==> src/spss_pkg.sv <==
// Purpose: Shared constants for the serial port host controller.
// Assumes: 40 MHz system clock; byte-addressed Avalon-MM register window.
// Notes: Device-side register layout is kept here as a map only.
package spss_pkg;

  // Timing
  localparam int CLK_PERIOD_NS = 25;
  localparam int SCK_PERIOD_NS = 200;
  localparam int I2C_BIT_PERIOD_NS = 10000;
  localparam int SPI_HALF_CYC = SCK_PERIOD_NS / (2 * CLK_PERIOD_NS);
  localparam int I2C_QUARTER_CYC = I2C_BIT_PERIOD_NS / (4 * CLK_PERIOD_NS);

  // Host register byte offsets
  localparam logic [4:0] REG_CTRL = 5'h00;
  localparam logic [4:0] REG_TX = 5'h04;
  localparam logic [4:0] REG_CMD = 5'h08;
  localparam logic [4:0] REG_STAT = 5'h0c;
  localparam logic [4:0] REG_RX = 5'h10;

  // Control fields
  localparam int CTRL_W = 6;
  localparam logic [CTRL_W-1:0] CTRL_RESET = 6'h00;
  localparam int CTRL_LINK_I2C = 0;
  localparam int CTRL_IDLE_HIGH = 1;
  localparam int CTRL_LATE_PHASE = 2;
  localparam int CTRL_KEEP_SELECT = 3;
  localparam int CTRL_WAKE_ALLOW = 4;
  localparam int CTRL_DEV_SLEEP = 5;

  // Status fields
  localparam int STAT_BUSY = 0;
  localparam int STAT_RX_FULL = 1;
  localparam int STAT_NACK = 2;
  localparam int STAT_ARB_LOST = 3;
  localparam int STAT_COLLISION = 4;

  // Command codes
  localparam logic [2:0] CMD_SPI_BYTE = 3'h1;
  localparam logic [2:0] CMD_SPI_DESELECT = 3'h2;
  localparam logic [2:0] CMD_I2C_START = 3'h3;
  localparam logic [2:0] CMD_I2C_WRITE = 3'h4;
  localparam logic [2:0] CMD_I2C_READ_ACK = 3'h5;
  localparam logic [2:0] CMD_I2C_READ_NACK = 3'h6;
  localparam logic [2:0] CMD_I2C_STOP = 3'h7;

  // Device map: mode field value for slave with select honoured
  localparam logic [3:0] DEV_MODE_SLAVE_SELECT = 4'h4;
  localparam int DEV_CTL1_PORT_ENABLE_BIT = 5;
  localparam int DEV_CTL1_CLOCK_IDLE_POLARITY = 4;
  localparam int DEV_STAT_INPUT_SAMPLE_PHASE = 7;
  localparam int DEV_STAT_BUFFER_FULL_FLAG = 0;
  localparam int DEV_CTL1_WRITE_COLLISION_FLAG = 7;

  typedef enum logic [2:0] {
    ST_IDLE,
    ST_SPI_SEL,
    ST_SPI_BITS,
    ST_SPI_DESEL,
    ST_I2C_START,
    ST_I2C_BIT,
    ST_I2C_STOP
  } spss_state_t;

endpackage : spss_pkg

==> src/spss_sync.sv <==
// Purpose: Two-flop synchroniser for one asynchronous level.
// Assumes: Input comes from a pin outside the clock domain.
// Notes: Only the second flop is visible to logic.
module spss_sync
  import spss_pkg::*;
(
  input wire logic clock, // System clock
  input wire logic rst, // Async reset, active high
  input wire logic din, // Asynchronous level
  output logic dout // Synchronised level
);

  typedef struct packed {
    logic meta;
    logic out;
  } spss_sync_t;

  spss_sync_t cur;
  spss_sync_t next_cur;

  always_comb
  begin
    next_cur.meta = din;
    next_cur.out = cur.meta;
  end

  always_ff @(posedge clock or posedge rst)
  begin
    if (rst)
    begin
      cur <= '0;
    end
    else
    begin
      cur <= next_cur;
    end
  end

  assign dout = cur.out;

endmodule // spss_sync

==> src/spss_tick.sv <==
// Purpose: Divider producing a one-cycle tick every DIV clocks.
// Assumes: clear restarts a full period.
// Notes: Paces both the SPI half bit and the two-wire quarter bit.
module spss_tick
  import spss_pkg::*;
#(
  parameter int DIV = 4
)
(
  input wire logic clock, // System clock
  input wire logic rst, // Async reset, active high
  input wire logic clear, // Restart count
  output logic tick // One-cycle pulse
);

  localparam int CW = (DIV > 1) ? $clog2(DIV) : 1;
  localparam logic [CW-1:0] LAST = CW'(DIV - 1);

  typedef struct packed {
    logic [CW-1:0] count;
  } spss_tick_t;

  spss_tick_t cur;
  spss_tick_t next_cur;

  always_comb
  begin
    next_cur = cur;
    if (clear || cur.count == LAST)
    begin
      next_cur.count = '0;
    end
    else
    begin
      next_cur.count = cur.count + 1'b1;
    end
  end

  always_ff @(posedge clock or posedge rst)
  begin
    if (rst)
    begin
      cur <= '0;
    end
    else
    begin
      cur <= next_cur;
    end
  end

  assign tick = !clear && cur.count == LAST;

endmodule // spss_tick

==> src/spss_host.sv <==
// Purpose: Host controller driving a serial port unit as SPI slave and as two-wire bus peer.
// Assumes: Software reaches the host over Avalon-MM; device pins are asynchronous.
// Notes: The host makes SCK and SCL itself by dividing the system clock.
// Operation
// - Slave-select control must be used when the clock edge bit is set.
// - Sample phase must stay cleared while the port is an SPI slave.
// - Disable port event enable before sleep if no wake wanted; the host drops it in the same cycle as sleep_request rises.
// - Two-wire lines are open drain; low is zero, released is one.
// - Start is SDA falling while SCL high.
// - Stop is SDA rising while SCL high.
// - SDA data changes only while SCL low.
// - Master opens with start, address, then direction bit, one for read.
// - Address and data bytes go most significant bit first.
// - Receiver acknowledges each byte by holding SDA low.
// - Addressed slave acknowledges; roles stay complementary after.
// - Receiving master ends with stop in place of last acknowledge.
// - Master may repeat start instead of stop or last acknowledge.
// - Released line read low means stretching on SCL, lost arbitration on SDA.
// - SCK must rest at the idle polarity before slave mode is enabled.
module spss_host
  import spss_pkg::*;
#(
  parameter int SPI_HALF = SPI_HALF_CYC,
  parameter int I2C_QUARTER = I2C_QUARTER_CYC
)
(
  input wire logic clock, // System clock, 40 MHz
  input wire logic rst, // Async reset, active high
  input wire logic [4:0] avs_address, // Byte address
  input wire logic avs_read, // Read request
  input wire logic avs_write, // Write request
  input wire logic [31:0] avs_writedata, // Write data
  output logic [31:0] avs_readdata, // Read data
  output logic avs_waitrequest, // Stall
  output logic sck, // SPI clock to device
  output logic select_n, // Slave select, active low
  output logic mosi, // Data to device SDI
  input wire logic miso, // Data from device SDO
  input wire logic scl_i, // Two-wire clock level
  output logic scl_o, // Two-wire clock drive value
  output logic scl_oe, // Two-wire clock pull low
  input wire logic sda_i, // Two-wire data level
  output logic sda_o, // Two-wire data drive value
  output logic sda_oe, // Two-wire data pull low
  output logic port_event_enable, // Device may wake on port event
  output logic sleep_request // Ask device to sleep
);

  typedef struct packed {
    spss_state_t state;
    logic ack;
    logic [31:0] rdata;
    logic [CTRL_W-1:0] ctrl;
    logic [7:0] tx;
    logic [7:0] rx;
    logic rx_full;
    logic nack;
    logic arb;
    logic coll;
    logic [7:0] tx_sh;
    logic [7:0] rx_sh;
    logic [3:0] half;
    logic [1:0] quarter;
    logic [3:0] bit_ix;
    logic rd_op;
    logic ack_low;
    logic sck;
    logic sel_n;
    logic mosi;
    logic scl_low;
    logic sda_low;
  } spss_host_t;

  spss_host_t cur;
  spss_host_t next_cur;
  logic miso_s;
  logic scl_s;
  logic sda_s;
  logic spi_tick;
  logic i2c_tick;
  logic busy;
  logic cpha;

  // Device SDO floats outside a frame; only the synchronised copy is used
  spss_sync u_sync_miso (.clock(clock), .rst(rst), .din(miso), .dout(miso_s));
  spss_sync u_sync_scl (.clock(clock), .rst(rst), .din(scl_i), .dout(scl_s));
  spss_sync u_sync_sda (.clock(clock), .rst(rst), .din(sda_i), .dout(sda_s));

  spss_tick #(.DIV(SPI_HALF)) u_spi_tick (
    .clock(clock),
    .rst(rst),
    .clear(cur.state == ST_IDLE),
    .tick(spi_tick)
  );

  spss_tick #(.DIV(I2C_QUARTER)) u_i2c_tick (
    .clock(clock),
    .rst(rst),
    .clear(cur.state == ST_IDLE),
    .tick(i2c_tick)
  );

  assign busy = cur.state != ST_IDLE;
  assign cpha = cur.ctrl[CTRL_LATE_PHASE];

  always_comb
  begin
    next_cur = cur;

    // Bus slave: one wait cycle, answer registered
    if (cur.ack)
    begin
      next_cur.ack = 1'b0;
    end
    else if (avs_read || avs_write)
    begin
      next_cur.ack = 1'b1;
      unique case (avs_address)
        REG_CTRL: next_cur.rdata = {{(32-CTRL_W){1'b0}}, cur.ctrl};
        REG_TX: next_cur.rdata = {24'h000000, cur.tx};
        REG_STAT: next_cur.rdata = {27'h0000000, cur.coll, cur.arb, cur.nack, cur.rx_full, busy};
        REG_RX: next_cur.rdata = {24'h000000, cur.rx};
        default: next_cur.rdata = 32'h00000000;
      endcase
    end

    if (cur.ack && avs_read && avs_address == REG_RX)
    begin
      next_cur.rx_full = 1'b0;
    end

    if (cur.ack && avs_write)
    begin
      unique case (avs_address)
        REG_CTRL: next_cur.ctrl = avs_writedata[CTRL_W-1:0];
        REG_TX:
        begin
          // Writes during a transfer are dropped, as the device does
          if (busy)
            next_cur.coll = 1'b1;
          else
            next_cur.tx = avs_writedata[7:0];
        end
        REG_STAT:
        begin
          if (avs_writedata[STAT_NACK])
            next_cur.nack = 1'b0;
          if (avs_writedata[STAT_ARB_LOST])
            next_cur.arb = 1'b0;
          if (avs_writedata[STAT_COLLISION])
            next_cur.coll = 1'b0;
        end
        REG_CMD:
        begin
          if (busy)
          begin
            next_cur.coll = 1'b1;
          end
          else
          begin
            unique case (avs_writedata[2:0])
              CMD_SPI_BYTE:
              begin
                // Select falls first so the device starts a fresh frame
                next_cur.state = ST_SPI_SEL;
                next_cur.sel_n = 1'b0;
                next_cur.half = 4'h0;
                next_cur.tx_sh = cur.tx;
                if (!cpha)
                begin
                  next_cur.mosi = cur.tx[7];
                  next_cur.tx_sh = {cur.tx[6:0], 1'b0};
                end
              end
              CMD_SPI_DESELECT: next_cur.state = ST_SPI_DESEL;
              CMD_I2C_START:
              begin
                next_cur.state = ST_I2C_START;
                next_cur.quarter = 2'h0;
              end
              CMD_I2C_STOP:
              begin
                next_cur.state = ST_I2C_STOP;
                next_cur.quarter = 2'h0;
              end
              CMD_I2C_WRITE, CMD_I2C_READ_ACK, CMD_I2C_READ_NACK:
              begin
                // Address byte is tx with the direction bit in bit 0
                next_cur.state = ST_I2C_BIT;
                next_cur.quarter = 2'h0;
                next_cur.bit_ix = 4'h0;
                next_cur.tx_sh = cur.tx;
                next_cur.rd_op = avs_writedata[2:0] != CMD_I2C_WRITE;
                next_cur.ack_low = avs_writedata[2:0] == CMD_I2C_READ_ACK;
              end
              default: next_cur.coll = 1'b1;
            endcase
          end
        end
        default: ;
      endcase
    end

    unique case (cur.state)
      ST_IDLE:
      begin
        // SCK rests at the chosen idle level outside frames
        next_cur.sck = cur.ctrl[CTRL_IDLE_HIGH];
      end
      ST_SPI_SEL:
      begin
        if (spi_tick)
          next_cur.state = ST_SPI_BITS;
      end
      ST_SPI_BITS:
      begin
        if (spi_tick)
        begin
          next_cur.half = cur.half + 4'h1;
          if (!cur.half[0])
          begin
            next_cur.sck = !cur.ctrl[CTRL_IDLE_HIGH];
            // Data launched half a bit ahead, so sampling never sits on an edge
            if (cpha)
            begin
              next_cur.mosi = cur.tx_sh[7];
              next_cur.tx_sh = {cur.tx_sh[6:0], 1'b0};
            end
            else
            begin
              next_cur.rx_sh = {cur.rx_sh[6:0], miso_s};
            end
          end
          else
          begin
            next_cur.sck = cur.ctrl[CTRL_IDLE_HIGH];
            if (cpha)
              next_cur.rx_sh = {cur.rx_sh[6:0], miso_s};
            else if (cur.half != 4'hf)
            begin
              next_cur.mosi = cur.tx_sh[7];
              next_cur.tx_sh = {cur.tx_sh[6:0], 1'b0};
            end
            if (cur.half == 4'hf)
            begin
              // Eighth bit done: device has buffered its byte too
              next_cur.rx = cpha ? {cur.rx_sh[6:0], miso_s} : cur.rx_sh;
              next_cur.rx_full = 1'b1;
              next_cur.state = cur.ctrl[CTRL_KEEP_SELECT] ? ST_IDLE : ST_SPI_DESEL;
            end
          end
        end
      end
      ST_SPI_DESEL:
      begin
        // Select high resets the device bit counter and floats SDO
        if (spi_tick)
        begin
          next_cur.sel_n = 1'b1;
          next_cur.state = ST_IDLE;
        end
      end
      ST_I2C_START:
      begin
        if (i2c_tick)
        begin
          unique case (cur.quarter)
            2'h0: next_cur.sda_low = 1'b0;
            2'h1: next_cur.scl_low = 1'b0;
            2'h2: if (scl_s) next_cur.sda_low = 1'b1;
            2'h3:
            begin
              next_cur.scl_low = 1'b1;
              next_cur.state = ST_IDLE;
            end
          endcase
          if (cur.quarter != 2'h2 || scl_s)
            next_cur.quarter = cur.quarter + 2'h1;
        end
      end
      ST_I2C_STOP:
      begin
        if (i2c_tick)
        begin
          unique case (cur.quarter)
            2'h0: next_cur.scl_low = 1'b1;
            2'h1: next_cur.sda_low = 1'b1;
            2'h2: next_cur.scl_low = 1'b0;
            2'h3:
            begin
              if (scl_s)
              begin
                next_cur.sda_low = 1'b0;
                next_cur.state = ST_IDLE;
              end
            end
          endcase
          if (cur.quarter != 2'h3)
            next_cur.quarter = cur.quarter + 2'h1;
        end
      end
      ST_I2C_BIT:
      begin
        if (i2c_tick)
        begin
          unique case (cur.quarter)
            2'h0:
            begin
              // SDA moves only with SCL held low
              if (cur.bit_ix == 4'h8)
                next_cur.sda_low = cur.rd_op && cur.ack_low;
              else if (cur.rd_op)
                next_cur.sda_low = 1'b0;
              else
              begin
                next_cur.sda_low = !cur.tx_sh[7];
                next_cur.tx_sh = {cur.tx_sh[6:0], 1'b0};
              end
              next_cur.quarter = 2'h1;
            end
            2'h1:
            begin
              next_cur.scl_low = 1'b0;
              next_cur.quarter = 2'h2;
            end
            2'h2:
            begin
              // Released SCL still low: slave is stretching, wait
              if (scl_s)
                next_cur.quarter = 2'h3;
            end
            2'h3:
            begin
              next_cur.scl_low = 1'b1;
              next_cur.quarter = 2'h0;
              next_cur.bit_ix = cur.bit_ix + 4'h1;
              if (cur.bit_ix == 4'h8)
              begin
                next_cur.state = ST_IDLE;
                if (!cur.rd_op)
                  next_cur.nack = sda_s;
                else
                begin
                  next_cur.rx = cur.rx_sh;
                  next_cur.rx_full = 1'b1;
                end
              end
              else if (cur.rd_op)
                next_cur.rx_sh = {cur.rx_sh[6:0], sda_s};
              else if (!cur.sda_low && !sda_s)
              begin
                // Another master pulled our released one low
                next_cur.arb = 1'b1;
                next_cur.scl_low = 1'b0;
                next_cur.state = ST_IDLE;
              end
            end
          endcase
        end
      end
      default: next_cur.state = ST_IDLE;
    endcase
  end

  always_ff @(posedge clock or posedge rst)
  begin
    if (rst)
    begin
      cur <= '0;
      cur.state <= ST_IDLE;
      cur.ctrl <= CTRL_RESET;
      cur.sel_n <= 1'b1;
    end
    else
    begin
      cur <= next_cur;
    end
  end

  assign avs_readdata = cur.rdata;
  assign avs_waitrequest = (avs_read || avs_write) && !cur.ack;
  assign sck = cur.sck;
  assign select_n = cur.sel_n;
  assign mosi = cur.mosi;
  // Lines are only ever pulled low or released
  assign scl_o = 1'b0;
  assign scl_oe = cur.scl_low;
  assign sda_o = 1'b0;
  assign sda_oe = cur.sda_low;
  // Port event enable stays on while awake; during sleep only when software allows wake
  assign port_event_enable = cur.ctrl[CTRL_WAKE_ALLOW] || !cur.ctrl[CTRL_DEV_SLEEP];
  assign sleep_request = cur.ctrl[CTRL_DEV_SLEEP];

endmodule // spss_host

==> config.mk <==
export PLATFORM = sky130hd
export DESIGN_NAME = spss_host
export DESIGN_NICKNAME = d
export VERILOG_FILES = /design/src/spss_pkg.sv /design/src/spss_sync.sv /design/src/spss_tick.sv /design/src/spss_host.sv
export SDC_FILE = /design/constraint.sdc
export NUM_CORES = 1
export LEC_CHECK = 0
export ABC_CLOCK_PERIOD_IN_PS = 5200
export CORE_ASPECT_RATIO = 0.75
export CORE_MARGIN = 3
export CORE_UTILIZATION = 51
export DETAILED_ROUTE_END_ITERATION = 16
export DONT_BUFFER_PORTS = 1
export HOLD_SLACK_MARGIN = 0.08
export PLACE_DENSITY_LB_ADDON = 0.2
export SLEW_MARGIN = 20
export SYNTH_ARGS = -nofsm -noshare
export SYNTH_HDL_FRONTEND = slang
export SYNTH_SLANG_ARGS = --single-unit
==> constraint.sdc <==
create_clock -name clock -period 5.2 [get_ports clock]
set_input_delay 0.78 -clock clock [delete_from_list [all_inputs] [get_ports clock]]
set_output_delay 0.78 -clock clock [all_outputs]
set_load 0.01 [all_outputs]
==> summary.log, run 1 <==
[floorplan] number of standard-cell rows in the floorplan 30
[pwr] power share of the sequential group 48.2%
[route] post-route ant nets 0
[route] per-cell routed wire length 17.4 µm
[final_layout] FILL cells 841
[status] status complete, no violations
[clock_network] Skew-Pair Late Insertion Delay 0.34 ns
[timing] final critical-path required period 2.81 ns
[timing] highest clock rate 356 MHz
[clock_network] root buffer cell clkbuf_16
[final_layout] area of combinational cells with multiple inputs 2500 µm²
[final_layout] nets@finish 541
[timing] Slew Limit Headroom 33.4%
[final_layout] sequential cell area 2150 µm²
[pwr] switching part of the total 32.6%
[setup_path] Worst setup EP type flop
[timing] unrepaired setup endpoints after global routing no
[global_routing] initial antenna violation count 0
[pwr] combinational fraction of design power 20.9%
[yosys] most frequently used flop master after synthesis dfrtp_1
[clock_network] CTS-repair resized insts 0
[final_layout] fraction of final layout cells sized beyond drive strength 1 10.8%
[yosys] post-synthesis sequential element count 86
[final_layout] area delta synth->final 2.80%
[clock_network] TritonCTS buffer count 9
[global_routing] Tot GR Track Use 20.1%
[placement] placer's final routability congestion estimate 0.861
[yosys] Post-Syn Area per Cell 9.73 µm²
[timing] Layout Skew 0.00785 ns
[global_routing] pin count of the biggest net entering global routing 56
[setup_path] critical path required time 5.39 ns
[route] ratio of routed vias to standard cells 5.92
[yosys] number of flops mapped to enable cells by yosys 0
[route] count of TritonRoute iterations in the first routing pass 5
[min_path] Min-Delay Path Class primary input to async pin
[placement] number of input and output port buffers inserted 0
[clock_network] H-tree lvl count 3
[clock_network] number of clock sinks 86
[timing] final worst-path cycle share 54.1%
[pwr] pwr dens 376 nW/µm²
[timing] final hold violations 0
[timing] count of endpoints failing setup in the final report 0
[yosys] post-synthesis cell area 5010 µm²
[final_layout] top library cells by usage in the layout, fill and taps aside dfrtp_1 (85), nand2_1 (47), nor2_1 (41)
[timing] max-slew violation total from the final report 0
[final_layout] most common cell after layout, fill and taps aside dfrtp_1
[yosys] share of synthesized flip-flops with an asynchronous set or reset 100%
[setup_path] crit start category flop
[route] DRC 0
[yosys] count of synthesis-stage warnings from yosys 0
[final_layout] cell area after layout 5150 µm²
[floorplan] count of boundary I/O pins 86
[clock_network] clock tree from TritonCTS done
[clock_network] clock transition at the register clock pins on the worst setup and hold paths after CTS 0.06 ns
[pwr] worst ir drop on vdd 0.000202 V
[yosys] Syn Inst Count 515
[floorplan] Core Area 9310 µm²
[flow_run] count of maximum capacitance violations 0
[clock_network] number of hold buffers added after CTS 0
[floorplan] floorplan die height 91.9 µm
[final_layout] ANT cells 0
[placement] dpl hpwl 7620 µm
[clock_network] postcts setup bufs 0
[route] number of DRC markers in iteration 0 448
[timing] Setup Total Neg Slack 0 ns
[global_routing] Congestion Overflow GR 0
[setup_path] critical path class flop to flop
[pwr] Psw 0.631 mW
[global_routing] first-pass GRT wire length 17,900 µm
[setup_path] data arrival at the endpoint of the critical path 3.00 ns
[pwr] part of the total power dissipated in the clock network 30.8%
[pwr] total internal power 1.31 mW
[setup_path] highest fanout seen on the critical path 22
[placement] placed cell areas 4870 µm²
[route] overall via count from detail_route 3,664
[route] final WL 10,700 µm
[floorplan] floorplan die width 120 µm
[yosys] Seq/Total Area, Yosys 43.0%
[floorplan] initial core utilization 53.8%
[pwr] leakage power summed over all cells 2.24 nW
[yosys] Netlist cell types 65
[timing] Worst Tran Pin Value 0.990 ns
[clock_network] maximum buffer depth of the clock tree 2
[floorplan] Die Outline Area 11,100 µm²
[global_routing] via count of the first global-routing pass 3,383
==> per-layer routing <==
layer  vias to the layer above  share of wire [%]  global-route usage (%)
met4                         0               0.89                    5.57
met1                      1769                 48                    30.2
met5                         -                  0                       0
li1                       1756                  -                       -
met3                         8                7.1                    5.12
met2                       131                 44                    28.5
==> worst max-delay path, stage by stage, from the launching register on <==
cell	delay [ns]
dfrtp_1	0.62
nor3_2	0.60
nand4_1	0.30
nor2_1	0.79
mux2i_1	0.25
o21ai_0	0.09
==> kinds of logic (layout without fill, tap and decap cells) <==
kind of cell	count (synthesis)	in the layout	share of synthesized area (%)
buffers and inverters	79	30	9.19
muxes	46	46	9.84
adders and majority gates	10	10	2.50
other	1	26	0.0748
xor gates and xnor gates	9	9	1.57
DFF	86	86	43.0
and+or+nand+nor	159	159	15.8
AOI/OAI and AO/OA	125	125	18.0
==> sequential cells by signal, summed over array words and instances, names as in the netlist <==
| name | count |
|---|---|
| cur | 56 |
| u_sync_scl.dout | 1 |
| mosi | 1 |
| u_sync_sda.dout | 1 |
| cpha | 1 |
| u_spi_tick.cur | 2 |
| u_i2c_tick.cur | 7 |
| sda_oe | 1 |
| scl_oe | 1 |
| u_sync_miso.dout | 1 |
| sck | 1 |
| u_sync_miso.cur | 1 |
| select_n | 1 |
| sleep_request | 1 |
| u_sync_scl.cur | 1 |
| avs_readdata | 8 |
| u_sync_sda.cur | 1 |
==> stage by stage <==
stage	hold slack (ns)	power, mW	util (%)	cells	setup WS, ns
6_report	0.341	1.94	55.3	619	2.39
5_1_grt	0.368	2.07	55.3	619	2.06
4_1_cts	0.348	1.95	55.3	619	2.40
3_5_place_dp	0.335	1.35	52.3	604	2.33
3_3_place_gp	0.332	1.33	52.3	604	2.38
2_1_floorplan	0.331	1.29	-	540	2.20
==> cell type report <==
class                   instances  share of cell area (%)
clock buffers                  11                    4.91
clock inverters                 4                   0.437
inverters                      13                   0.971
multi-input cells             375                    48.5
flip-flops and latches         86                    41.8
well taps                     128                    3.11
repair buffers                  2                   0.291
==> worst paths after layout <==
| path | from | endpoint | slack (ns) | cells after the start |
|---|---|---|---|---|
| min in group clock | u_sync_miso.cur[1]$_DFF_PP0_ | u_sync_miso.dout$_DFF_PP0_ | 0.35 | 0 |
| max in group asynchronous | rst | cur[29]$_DFF_PP0_ | 3.78 | 2 |
| worst max register to register | cur[92]$_DFF_PP0_ | cur[31]$_DFF_PP0_ | 2.39 | 5 |
| worst min register to register | u_sync_miso.cur[1]$_DFF_PP0_ | u_sync_miso.dout$_DFF_PP0_ | 0.35 | 0 |
| worst max-delay path | cur[92]$_DFF_PP0_ | cur[31]$_DFF_PP0_ | 2.39 | 5 |
| worst min-delay path | rst | u_i2c_tick.cur[1]$_DFF_PP0_ | 0.34 | 1 |
==> power by group through the flow <==
| stage | Clock [mW] | Combinational [mW] | Sequential [mW] |
|---|---|---|---|
| floorplan | 0 | 0.422 | 0.864 |
| global placement | 0 | 0.390 | 0.940 |
| detailed placement | 0 | 0.401 | 0.945 |
| CTS | 0.612 | 0.404 | 0.933 |
| global route | 0.638 | 0.474 | 0.958 |
| finish | 0.598 | 0.406 | 0.935 |
==> synth_stat cells (all sizes together), types with 9 or more instances <==
| cell | number | area share, % |
|---|---|---|
| ha | 10 | 2.5 |
| a21oi | 16 | 1.7 |
| clkbuf | 20 | 1.5 |
| mux2i | 20 | 4.0 |
| mux2 | 26 | 5.8 |
| buf | 46 | 6.7 |
| o21ai | 26 | 2.6 |
| o31ai | 9 | 1.3 |
| nand3 | 15 | 1.5 |
| nand2 | 47 | 3.5 |
| dfrtp | 85 | 42 |
| inv | 13 | 0.97 |
| o2bb2ai | 10 | 1.7 |
| nor2 | 41 | 3.1 |
Power figures use the tool's default switching activity.
==> inputs of run 2 (changes only) <==
--- a/config.mk
+++ b/config.mk
@@ -5,7 +5,7 @@
 export SDC_FILE = /design/constraint.sdc
 export NUM_CORES = 1
 export LEC_CHECK = 0
-export ABC_CLOCK_PERIOD_IN_PS = 5200
+export ABC_CLOCK_PERIOD_IN_PS = 2700
 export CORE_ASPECT_RATIO = 0.75
 export CORE_MARGIN = 3
 export CORE_UTILIZATION = 51
==> constraint.sdc (replaced) <==
create_clock -name clock -period 2.7 [get_ports clock]
set_input_delay 0.405 -clock clock [delete_from_list [all_inputs] [get_ports clock]]
set_output_delay 0.405 -clock clock [all_outputs]
set_load 0.01 [all_outputs]
==> summary.log, run 2 (same netlist as run 1, synthesis figures left out) <==
[timing] max-slew violation total from the final report 0 [unchanged]
[flow_run] count of maximum capacitance violations 0 [unchanged]
[placement] number of input and output port buffers inserted 0 [unchanged]
[setup_path] CP max stage delay 0.66 ns [-0.13 ns]
[timing] highest clock rate 426 MHz [+20%]
[route] post-route ant nets 0 [unchanged]
[timing] final worst-path cycle share 87.0% [+33 points]
[clock_network] postcts setup bufs 0 [unchanged]
[floorplan] Die Outline Area 11,100 µm² [unchanged]
[clock_network] Skew-Pair Late Insertion Delay 0.35 ns [about the same]
[min_path] worst hold path stage count 1
[global_routing] Tot GR Track Use 21.2% [+1.1 points]
[global_routing] initial antenna violation count 0 [unchanged]
[global_routing] first-pass GRT wire length 18,800 µm [+4.9%]
[setup_path] critical path class flop to flop
[route] DRC 0 [unchanged]
[timing] final critical-path required period 2.35 ns [-0.461 ns]
[final_layout] top library cells by usage in the layout, fill and taps aside dfrtp_1 (85), nand2_1 (47), nor2_1 (41)
[setup_path] worst flop-to-flop path endpoint cur[42]$_DFFE_PP0P_
[pwr] leakage power summed over all cells 2.34 nW [+4.8%]
[final_layout] nets@finish 563 [+4.1%]
[timing] Setup Total Neg Slack 0 ns [unchanged]
[timing] count of endpoints failing setup in the final report 0 [unchanged]
[global_routing] met2 routing resource usage after global routing 31.7% [+3.2 points]
[setup_path] startpoint of the worst register-to-register path u_i2c_tick.cur[3]$_DFF_PP0_
[pwr] pwr dens 718 nW/µm² [+91%]
[final_layout] most common cell after layout, fill and taps aside dfrtp_1
[final_layout] register bank with the most flops cur
[global_routing] M3 GR Usage 5.86% [+0.74 points]
[setup_path] highest fanout seen on the critical path 9 [-59%]
[final_layout] fraction of final layout cells sized beyond drive strength 1 14.0% [+3.2 points]
[placement] dpl hpwl 8280 µm [+8.6%]
[route] final WL 11,200 µm [+4.3%]
[min_path] Hold Path End cur[33]$_DFFE_PP0P_
[timing] Worst Tran Pin Value 0.684 ns [-0.306 ns]
[setup_path] Register-to-Register Path Depth 4 [-1]
[clock_network] TritonCTS buffer count 9 [unchanged]
[final_layout] area delta synth->final 6.29%
[final_layout] area of combinational cells with multiple inputs 2500 µm² [unchanged]
[min_path] Min-Delay Path Class primary input to flop
[global_routing] met1 capacity usage during global routing 30.3% [+0.072 points]
[route] per-cell routed wire length 17.5 µm [+0.54%]
[global_routing] layer with the highest usage met2
[setup_path] slowest cell on the critical path or4b_1
[clock_network] H-tree lvl count 3 [unchanged]
[clock_network] clock tree from TritonCTS done
[final_layout] FILL cells 818 [-2.7%]
[route] overall via count from detail_route 3,810 [+4.0%]
[global_routing] via count of the first global-routing pass 3,683 [+8.9%]
[floorplan] number of standard-cell rows in the floorplan 30 [unchanged]
[clock_network] root buffer cell clkbuf_16
[pwr] combinational fraction of design power 24.5% [+3.6 points]
[route] number of DRC markers in iteration 0 367 [-18%]
[route] ratio of routed vias to standard cells 5.93 [+0.26%]
[setup_path] critical-path cell list or4b_1 > or4_4 > o21a_1 > a221o_1
[setup_path] Worst setup EP type flop
[min_path] Min-Delay Startpoint avs_address[3]
[floorplan] floorplan die width 120 µm [unchanged]
[final_layout] sequential cell area 2150 µm² [unchanged]
[pwr] worst ir drop on vdd 0.000425 V [+110%]
[setup_path] minimum setup slack among reg-to-reg paths 0.35 ns [-2.04 ns]
[global_routing] pin count of the biggest net entering global routing 36 [-36%]
[timing] final hold violations 0 [unchanged]
[placement] placer's final routability congestion estimate 0.884 [+2.6%]
[timing] unrepaired setup endpoints after global routing no
[pwr] total internal power 2.54 mW [+94%]
[placement] Post-Place Worst Slack 0.268 ns [-2.06 ns]
[timing] Layout Skew 0.00661 ns [-0.00124 ns]
[final_layout] flip-flop count of the largest register after layout 56 [unchanged]
[route] count of TritonRoute iterations in the first routing pass 5 [unchanged]
[final_layout] fin cells 642 [+3.7%]
[status] status complete, no violations
[placement] placed insts 622 [+3.0%]
[setup_path] data arrival at the endpoint of the critical path 2.58 ns [-0.42 ns]
[pwr] power share of the sequential group 45.4% [-2.8 points]
[clock_network] number of clock sinks 86 [unchanged]
[global_routing] Congestion Overflow GR 0 [unchanged]
[setup_path] critical path required time 2.93 ns [-2.46 ns]
[pwr] part of the total power dissipated in the clock network 30.1% [-0.7 points]
[pwr] Psw 1.28 mW [+100%]
[floorplan] count of boundary I/O pins 86 [unchanged]
[setup_path] Worst Path Buf+Inv 0 [unchanged]
[setup_path] Largest delay share family, worst path simple AND/OR/NAND/NOR gates
[final_layout] ANT cells 0 [unchanged]
[pwr] switching part of the total 33.6% [+1.1 points]
[timing] Slew Limit Headroom 54.2% [+21 points]
[setup_path] crit start category flop
[timing] worst-case setup margin in the final layout 0.350 ns [-2.04 ns]
[floorplan] floorplan die height 91.9 µm [unchanged]
[floorplan] Core Area 9310 µm² [unchanged]
[floorplan] initial core utilization 53.8% [unchanged]
[clock_network] clock transition at the register clock pins on the worst setup and hold paths after CTS 0.06 ns [about the same]
[clock_network] maximum buffer depth of the clock tree 2 [unchanged]
run 2: cell types whose count changed in the layout (fill, tap and decap cells not counted), sizes merged:
cell | before | now
inv | 12 | 13
dlygate4sd3 | 0 | 4
clkinv | 4 | 7
clkinvlp | 1 | 0
buf | 2 | 20
clkbuf | 11 | 9
run 2: layout make-up:
cell class / count / share of cell area [%]
clock buffer: 9 / 4.23
clock inverter: 7 / 0.939
inverter: 13 / 0.939
multi-input combinational: 375 / 46.9
sequential: 86 / 40.4
tap: 128 / 3.01
timing repair buffer: 24 / 3.57
run 2: worst max-delay path by stage:
| stage | depth (start not counted) | startpoint | end |
|---|---|---|---|
| global route | 5 | u_i2c_tick.cur[3]$_DFF_PP0_ | cur[37]$_DFFE_PP0P_ |
| CTS | 5 | u_spi_tick.cur[0]$_DFF_PP0_ | cur[30]$_DFF_PP0_ |
| floorplan | 1 | rst | avs_readdata[0]$_DFFE_PP0P_ |
| detailed placement | 5 | u_spi_tick.cur[0]$_DFF_PP0_ | cur[31]$_DFF_PP0_ |
| finish | 4 | u_i2c_tick.cur[3]$_DFF_PP0_ | cur[42]$_DFFE_PP0P_ |
| global placement | 5 | u_spi_tick.cur[0]$_DFF_PP0_ | cur[31]$_DFF_PP0_ |
run 2: power by group through the flow:
stage	logic [mW]	registers (mW)	clock network, mW
floorplan	0.813	1.66	0
global placement	0.886	1.74	0
detailed placement	0.926	1.75	0
CTS	0.935	1.73	1.18
global route	1.07	1.77	1.23
finish	0.938	1.74	1.15
run 2: what timing repair did:
| action | CTS | global route |
|---|---|---|
| gates resized for setup | 0 | 0 |
| hold endpoints to repair | 33 | 0 |
| endpoints found under the setup margin | 0 | 0 |
| hold buffers | 4 | 0 |
run 2: layer usage:
layer  wire length (µm)  part of all wire [%]  vias to the layer above
li1                   -                     -                     1799
met1               5200                    46                     1865
met2               5070                    45                      131
met3                802                   7.2                       15
met4                138                   1.2                        0
met5                  0                     0                        -
run 2: stage by stage:
step                instance area (µm²)  hold WS [ns]  util, %  total power [mW]
floorplan                          5110         0.331        -              2.48
global placement                   5010         0.334     53.8              2.63
detailed placement                 5010         0.339     53.8              2.68
CTS                                5320         0.143     57.2              3.84
global route                       5330         0.154     57.2              4.06
finish                             5330         0.153     57.2              3.82
